===== src/core/adc_ctl_pkg.sv =====
// Purpose: constants shared by the converter control logic
// Assumes: 10 MHz system clock, 10-bit result, 8 channels
// Notes: timing counts are in converter clock ticks
package adc_ctl_pkg;
   localparam int CH_W = 3;
   localparam int RES_W = 10;
   localparam int NUM_CH = 8;
   localparam logic [2:0] CH_RESET = 3'h0;
   // channel wired to the key-detect pin
   localparam logic [2:0] KEY_CH = 3'h7;
   localparam logic [9:0] RES_RESET = 10'h000;
   localparam logic [9:0] RES_MSB = 10'h200;
   localparam logic [3:0] BIT_TOP = 4'h9;
   localparam logic [3:0] BIT_ZERO = 4'h0;
   // sample phase length, converter clock ticks
   localparam logic [3:0] SAMPLE_TICKS = 4'h8;
   localparam logic [3:0] CNT_ZERO = 4'h0;
   localparam logic [3:0] CNT_ONE = 4'h1;
   // key pin settle window, converter clock ticks
   localparam logic [3:0] KEY_SETTLE_TICKS = 4'h8;
   typedef enum logic [1:0] {
      ST_IDLE = 2'h0,
      ST_SAMPLE = 2'h1,
      ST_CONVERT = 2'h3,
      ST_DONE = 2'h2
   } adc_state_e;
endpackage


===== src/core/adc_key_ctl.sv =====
// Purpose: control of an 8-channel 10-bit SAR converter with key detect
// Assumes: analog front end gives a comparator level; inputs synchronous
// Notes: one clock, clock enable freezes all state
// Functional notes
// key detect overrides channel select bits
// stored channel field unchanged by key detect
// software avoids program start under key detect
// first result after key start is undefined
// software selects key channel to measure it
// key pin settles within eight clocks
// main clock at least 500 kHz
// low-speed mode clocks from on-chip oscillator
// no stop or wait during conversion
// no control writes during conversion
// store result and raise done flag
`timescale 1ns/1ps
module adc_key_ctl (
   input wire logic sys_clk_i,
   input wire logic rst_i,
   input wire logic ce_i,
   input wire logic main_tick_i,
   input wire logic osc_tick_i,
   input wire logic low_speed_i,
   input wire logic ctl_wr_i,
   input wire logic [2:0] ch_sel_i,
   input wire logic analog_key_detect_en_i,
   input wire logic start_i,
   input wire logic done_clr_i,
   input wire logic key_pin_i,
   input wire logic cmp_hi_i,
   output logic [2:0] ch_sel_o,
   output logic [2:0] mux_ch_o,
   output logic [9:0] dac_code_o,
   output logic sampling_o,
   output logic busy_o,
   output logic [9:0] result_o,
   output logic done_o,
   output logic result_undef_o,
   output logic key_event_o
);
   adc_ctl_pkg::adc_state_e state_ff, nxt_state;
   logic [2:0] ch_ff;
   logic key_en_ff;
   logic [3:0] cnt_ff, nxt_cnt;
   logic [3:0] bit_ff, nxt_bit;
   logic [9:0] code_ff, nxt_code;
   logic [9:0] result_ff;
   logic done_ff;
   logic undef_ff;
   logic first_key_ff;
   logic key_prev_ff;
   logic [3:0] settle_ff;
   logic key_event_ff;
   logic [9:0] keep_w;
   logic [9:0] trial_w;

   // conversion clock source by operating mode
   wire tick = low_speed_i ? osc_tick_i : main_tick_i;
   // key detect takes the mux, stored field stays
   wire [2:0] conv_ch = key_en_ff ? adc_ctl_pkg::KEY_CH : ch_ff;
   wire key_fall = key_prev_ff & ~key_pin_i;
   wire key_start = key_en_ff & (settle_ff == adc_ctl_pkg::CNT_ONE) & tick & ~key_pin_i;
   wire go = (state_ff == adc_ctl_pkg::ST_IDLE) & ((start_i & ~key_en_ff) | key_start);
   wire last_bit = (bit_ff == adc_ctl_pkg::BIT_ZERO);
   wire finish = (state_ff == adc_ctl_pkg::ST_CONVERT) & tick & last_bit;
   // enable rising by a control write marks the next key result
   wire key_turn_on = ctl_wr_i & analog_key_detect_en_i & ~key_en_ff;
   wire key_result = finish & key_en_ff;
   wire settle_clear = ~key_en_ff | key_pin_i;
   wire settle_run = tick & (settle_ff != adc_ctl_pkg::CNT_ZERO);

   sar_step u_step (
      .cur_i(code_ff),
      .bit_i(bit_ff),
      .cmp_hi_i(cmp_hi_i),
      .keep_o(keep_w),
      .trial_o(trial_w)
   );

   always_comb begin
      nxt_state = state_ff;
      nxt_cnt = cnt_ff;
      nxt_bit = bit_ff;
      nxt_code = code_ff;
      case (state_ff)
         adc_ctl_pkg::ST_IDLE: begin
            if (go) begin
               nxt_state = adc_ctl_pkg::ST_SAMPLE;
               nxt_cnt = adc_ctl_pkg::SAMPLE_TICKS;
               nxt_code = adc_ctl_pkg::RES_MSB;
               nxt_bit = adc_ctl_pkg::BIT_TOP;
            end
         end
         adc_ctl_pkg::ST_SAMPLE: begin
            if (tick) begin
               nxt_cnt = cnt_ff - adc_ctl_pkg::CNT_ONE;
               if (cnt_ff == adc_ctl_pkg::CNT_ONE) begin
                  nxt_state = adc_ctl_pkg::ST_CONVERT;
               end
            end
         end
         adc_ctl_pkg::ST_CONVERT: begin
            if (tick) begin
               if (last_bit) begin
                  nxt_code = keep_w;
                  nxt_state = adc_ctl_pkg::ST_DONE;
               end else begin
                  nxt_code = trial_w;
                  nxt_bit = bit_ff - adc_ctl_pkg::CNT_ONE;
               end
            end
         end
         adc_ctl_pkg::ST_DONE: begin
            nxt_state = adc_ctl_pkg::ST_IDLE;
         end
         default: begin
            nxt_state = adc_ctl_pkg::ST_IDLE;
         end
      endcase
   end

   always_ff @(posedge sys_clk_i) begin
      if (rst_i) begin
         state_ff <= adc_ctl_pkg::ST_IDLE;
         cnt_ff <= adc_ctl_pkg::CNT_ZERO;
         bit_ff <= adc_ctl_pkg::BIT_ZERO;
         code_ff <= adc_ctl_pkg::RES_RESET;
      end else if (ce_i) begin
         state_ff <= nxt_state;
         cnt_ff <= nxt_cnt;
         bit_ff <= nxt_bit;
         code_ff <= nxt_code;
      end
   end

   // control register: channel field written only by software
   always_ff @(posedge sys_clk_i) begin
      if (rst_i) begin
         ch_ff <= adc_ctl_pkg::CH_RESET;
         key_en_ff <= 1'h0;
      end else if (ce_i && ctl_wr_i) begin
         ch_ff <= ch_sel_i;
         key_en_ff <= analog_key_detect_en_i;
      end
   end

   // key pin history, idle level high
   always_ff @(posedge sys_clk_i) begin
      if (rst_i) begin
         key_prev_ff <= 1'h1;
      end else if (ce_i) begin
         key_prev_ff <= key_pin_i;
      end
   end

   // one-cycle marker of a key press
   always_ff @(posedge sys_clk_i) begin
      if (rst_i) begin
         key_event_ff <= 1'h0;
      end else if (ce_i) begin
         key_event_ff <= key_en_ff & key_fall;
      end
   end

   // settle window counted on converter ticks
   always_ff @(posedge sys_clk_i) begin
      if (rst_i) begin
         settle_ff <= adc_ctl_pkg::CNT_ZERO;
      end else if (ce_i) begin
         if (settle_clear) begin
            settle_ff <= adc_ctl_pkg::CNT_ZERO;
         end else if (key_fall) begin
            settle_ff <= adc_ctl_pkg::KEY_SETTLE_TICKS;
         end else if (settle_run) begin
            settle_ff <= settle_ff - adc_ctl_pkg::CNT_ONE;
         end
      end
   end

   // first key result after enable is flagged
   always_ff @(posedge sys_clk_i) begin
      if (rst_i) begin
         first_key_ff <= 1'h0;
      end else if (ce_i) begin
         if (key_turn_on) begin
            first_key_ff <= 1'h1;
         end else if (key_result) begin
            first_key_ff <= 1'h0;
         end
      end
   end

   // result register
   always_ff @(posedge sys_clk_i) begin
      if (rst_i) begin
         result_ff <= adc_ctl_pkg::RES_RESET;
      end else if (ce_i && finish) begin
         result_ff <= keep_w;
      end
   end

   // done flag, a finish beats a clear
   always_ff @(posedge sys_clk_i) begin
      if (rst_i) begin
         done_ff <= 1'h0;
      end else if (ce_i) begin
         if (finish) begin
            done_ff <= 1'h1;
         end else if (done_clr_i) begin
            done_ff <= 1'h0;
         end
      end
   end

   // undefined marker follows each finish
   always_ff @(posedge sys_clk_i) begin
      if (rst_i) begin
         undef_ff <= 1'h0;
      end else if (ce_i && finish) begin
         undef_ff <= key_result & first_key_ff;
      end
   end

   assign ch_sel_o = ch_ff;
   assign mux_ch_o = conv_ch;
   assign dac_code_o = code_ff;
   assign sampling_o = (state_ff == adc_ctl_pkg::ST_SAMPLE);
   assign busy_o = (state_ff != adc_ctl_pkg::ST_IDLE);
   assign result_o = result_ff;
   assign done_o = done_ff;
   assign result_undef_o = undef_ff;
   assign key_event_o = key_event_ff;
endmodule


===== src/core/sar_step.sv =====
// Purpose: one successive-approximation step of the result
// Assumes: comparator output valid when step is asserted
// Notes: purely combinational trial-bit update
`timescale 1ns/1ps
module sar_step (
   input wire logic [9:0] cur_i,
   input wire logic [3:0] bit_i,
   input wire logic cmp_hi_i,
   output logic [9:0] keep_o,
   output logic [9:0] trial_o
);
   wire [9:0] mask = adc_ctl_pkg::RES_MSB >> (adc_ctl_pkg::BIT_TOP - bit_i);
   wire [9:0] next_mask = mask >> 1;
   // clear trial bit when comparator says input is below
   assign keep_o = cmp_hi_i ? cur_i : (cur_i & ~mask);
   assign trial_o = keep_o | next_mask;
endmodule


===== config.mk =====
export PLATFORM = sky130hd
export DESIGN_NAME = adc_key_ctl
export DESIGN_NICKNAME = d
export VERILOG_FILES = /design/src/core/adc_ctl_pkg.sv /design/src/core/adc_key_ctl.sv /design/src/core/sar_step.sv
export SDC_FILE = /design/constraint.sdc
export NUM_CORES = 1
export LEC_CHECK = 0
export ABC_CLOCK_PERIOD_IN_PS = 4100
export CAP_MARGIN = 20
export CORE_MARGIN = 2
export CORE_UTILIZATION = 40
export CTS_BUF_LIST = sky130_fd_sc_hd__clkbuf_2 sky130_fd_sc_hd__clkbuf_4 sky130_fd_sc_hd__clkbuf_8
export CTS_CLUSTER_DIAMETER = 40
export DETAILED_ROUTE_END_ITERATION = 10
export DONT_BUFFER_PORTS = 1
export PLACE_DENSITY = 0.62
export SKIP_LAST_GASP = 1
export SLEW_MARGIN = 20
export SYNTH_ARGS = -nofsm -noshare
export SYNTH_HDL_FRONTEND = slang
export SYNTH_SLANG_ARGS = --single-unit

===== constraint.sdc =====
create_clock -name sys_clk_i -period 4.1 [get_ports sys_clk_i]
set_input_delay 0 -clock sys_clk_i [delete_from_list [all_inputs] [get_ports sys_clk_i]]
set_output_delay 0 -clock sys_clk_i [all_outputs]
set_load 0.005 [all_outputs]

==> results by group <==
STA
  • Final clock period utilization by the worst path: 62.3%
  • Minimum period implied by the final worst setup slack: 2.55 ns
  • Worst-case clock skew: 0.00450 ns
  • Total setup violations reported at the end of the flow: 0
  • Max Slew Vio Count: 0
  • Highest Clock Rate: 392 MHz
  • Final hold violations: 0
  • RSZ-0062 raised after global routing: no
  • Transition at the pin with the smallest max-transition slack: 0.740 ns
  • Final total negative setup slack: 0 ns
  • Worst slew margin relative to its limit: 50.6%

Synth
  • Count of unique library cells instantiated by Yosys: 57
  • Cells after Synth: 277
  • Number of synthesized register bits: 43
  • Post-Syn Nets: 302
  • Library cell with the largest summed area after synthesis: dfxtp_1
  • Fraction of registers with async set/reset: 0%
  • Post-Syn Area per Cell: 8.41 um2
  • Post-synth EDFFs: 0
  • Number of warnings printed during yosys synthesis: 0
  • Top area cells in the synthesized netlist: dfxtp_1 (37%), ha_1 (5.4%), nor2_1 (4.7%)
  • Proportion of netlist area held by the largest area contributor: 37.0%
  • Summed instance area of the synthesized netlist: 2330 um2
  • Flip-flop cell with the highest count after synthesis: dfxtp_1
  • Part of the Yosys area used for sequential elements: 37.0%

Min path
  • Hold Startpoint: rst_i
  • Path type of the worst min-delay path: input pin to flip-flop
  • Endpoint of the worst hold path: bit_ff[1]
  • Hold Path Stages: 2

Setup path
  • Startpoint type of the worst setup path: flip-flop
  • Worst reg2reg path endpoint: dac_code_o[6]
  • Critical setup path kind: flip-flop to flip-flop
  • Critical path endpoint category: flip-flop
  • Stage delay of the slowest cell on the critical path: 0.67 ns
  • CP max-delay cell: o311ai_4
  • Origin of the critical flop-to-flop path: key_en_ff
  • Internal reg-to-reg setup slack: 1.55 ns
  • Register-to-Register Path Depth: 6
  • CP cell instances: nor4b_4, nand2_2, o311ai_4, nor2_1, a211oi_2, dlygate4sd3_1
  • Data required, critical path: 4.35 ns
  • Worst Path Arrival: 2.80 ns
  • Maximum fanout encountered on the critical timing path: 16

Route
  • Count of vias placed by the detailed router: 1998
  • Average via count per standard cell: 5.68
  • Number of DRC markers after the initial detailed-route iteration: 104
  • DRC violation count after routing: 0
  • Routed Wire Length: 5400 um
  • Average wire length per cell after detail routing: 15.3 um
  • First-pass DRT Iterations: 6
  • Post-detailed-route count of antenna-violating nets: 0

Global routing
  • Global-route usage over all layers: 17.2%
  • Leftover overflow at the end of global routing: 0
  • Initial antenna violation count: 0
  • Largest net degree at the start of global routing: 43
  • Number of global-route vias before repair: 1829
  • Global-route wire length before repair: 8700 um

Floorplanning
  • Starting density of the core: 41.8%
  • Die area: 6450 um2
  • Site Rows: 27
  • Die extent in y: 80.3 um
  • Core box area: 5570 um2
  • Die width: 80.3 um
  • I/O pin count: 46

Cells and area
  • Area overhead of the layout relative to synthesis: 11.8%
  • Most frequent standard cell in the layout excluding fill and tap cells: dfxtp_1
  • Number of cells in the finished layout apart from fillers: 352
  • Top library cells by usage in the layout, fill and taps aside: dfxtp_1 (43), nor2_1 (29), nand2_1 (28)
  • Utilization after layout: 46.7%
  • Antenna diode count: 0
  • Final layout net count: 304
  • Ratio of cells with drive above 1 in the final layout: 9.64%

Clocking
  • TritonCTS clock tree: done
  • Number of sinks on the clock net: 43
  • Clock latency on the worst-skew pair: 0.30 ns
  • Cts bufs inserted: 5
  • Root buffer cell: clkbuf_8
  • CTS clock-pin slew for the worst setup and hold paths: 0.08 ns
  • Largest buffer count on any clock path: 2
  • Htree depth: 2

Placed design
  • Count of placed standard cells including taps: 333
  • Number of input and output port buffers inserted: 0
  • Placed wire-length estimate after detailed placement: 3770 um
  • Placer's final routability congestion estimate: 0.844

Power
  • Power consumption: 0.986 mW
  • Cell area power density: 379 nW/um2
  • Worst IR Drop VDD: 0.000192 V
  • Static Leakage: 0.900 nW

Job
  • Max-cap violations: 0

Outcome
  • Status: finished clean
==> synthesized netlist by cell type (all sizes together) (2+ instances only) <==
master,number
a211oi,4
a21oi,22
a221oi,2
a311oi,6
a31oi,3
and2,2
and3,2
buf,6
clkbuf,10
dfxtp,43
ha,10
inv,14
mux2,2
mux2i,6
nand2,30
nand2b,8
nand3,14
nand3b,2
nand4,4
nor2,32
nor2b,2
nor3,4
nor3b,2
nor4,2
o211ai,6
o21ai,5
o311a,2
o311ai,9
o31ai,4
or2,3
xnor2,3
==> worst max path at each step <==
| stage | start | endpoint | cells past startpoint |
|---|---|---|---|
| after floorplan | bit_ff[0] | bit_ff[3] | 7 |
| after global placement | bit_ff[0] | result_o[4] | 6 |
| after detailed placement | bit_ff[0] | result_o[4] | 6 |
| after CTS | key_en_ff | dac_code_o[6] | 6 |
| after global routing | key_en_ff | dac_code_o[6] | 6 |
| final | key_en_ff | dac_code_o[6] | 6 |
==> where the power goes <==
| part | total (mW) | switching, mW | internal, mW |
|---|---|---|---|
| Sequential | 0.462 | 0.0261 | 0.436 |
| Combinational | 0.127 | 0.0746 | 0.0526 |
| Clock | 0.397 | 0.154 | 0.243 |
| Total | 0.986 | 0.255 | 0.731 |
==> sequential cells by signal (all words and copies together) (netlist names), 2 cells and up <==
register    count
bit_ff          4
ch_sel_o        3
cnt_ff          4
dac_code_o     10
result_o       10
settle_ff       4
state_ff        2
==> cells by family after synthesis <==
kind of cell	after synthesis	synth area share (%)
AO/OA/AOI/OAI	70	22.6
buffers and inverters	30	5.32
AND/OR/NAND/NOR	112	24.7
multiplexers	8	3.55
flip-flops	43	37.0
XOR/XNOR	4	1.50
adder cells (fa/ha/maj)	10	5.37
==> per-stage QoR <==
step,hold WS [ns],instance area [um2],setup WS [ns]
2_1_floorplan,0.128,2330,2.16
3_3_place_gp,0.0720,2350,1.94
3_5_place_dp,0.0717,2350,1.81
4_1_cts,0.00784,2600,1.53
5_1_grt,0.0197,2600,1.35
6_report,0.0204,2600,1.55
==> layout make-up <==
| class | count | area (um2) |
|---|---|---|
| fill | 559 | 2970 |
| multi-input combinational | 204 | 1340 |
| sequential | 43 | 861 |
| timing repair buffer | 11 | 120 |
| tap | 72 | 90.1 |
| clock buffer | 5 | 68.8 |
| clock inverter | 3 | 67.6 |
| inverter | 14 | 52.6 |
==> what timing repair did <==
action / 4_1_cts / 5_1_grt
hold buffers: 11 / 0
gates resized for setup: 0 / 0
buffers inserted: 0 / 0
hold endpoints to repair: 43 / 0
==> routing by layer <==
layer	track usage [%]	vias to the layer above	routed length, um	part of all wire [%]
li1	-	1007	-	-
met1	21.0	935	2500	46
met2	28.6	44	2540	47
met3	4.61	12	247	4.6
met4	6.78	0	107	2.0
met5	0	-	0	0
==> worst max-delay path: cells and delay by family (launching register included) <==
family / cells / cell delay, ns
buffers and inverters: 1 / 0.56
and+or+nand+nor: 3 / 0.53
AOI/OAI and AO/OA: 2 / 0.87
DFF: 1 / 0.53
(Power assumes the default switching activity.)
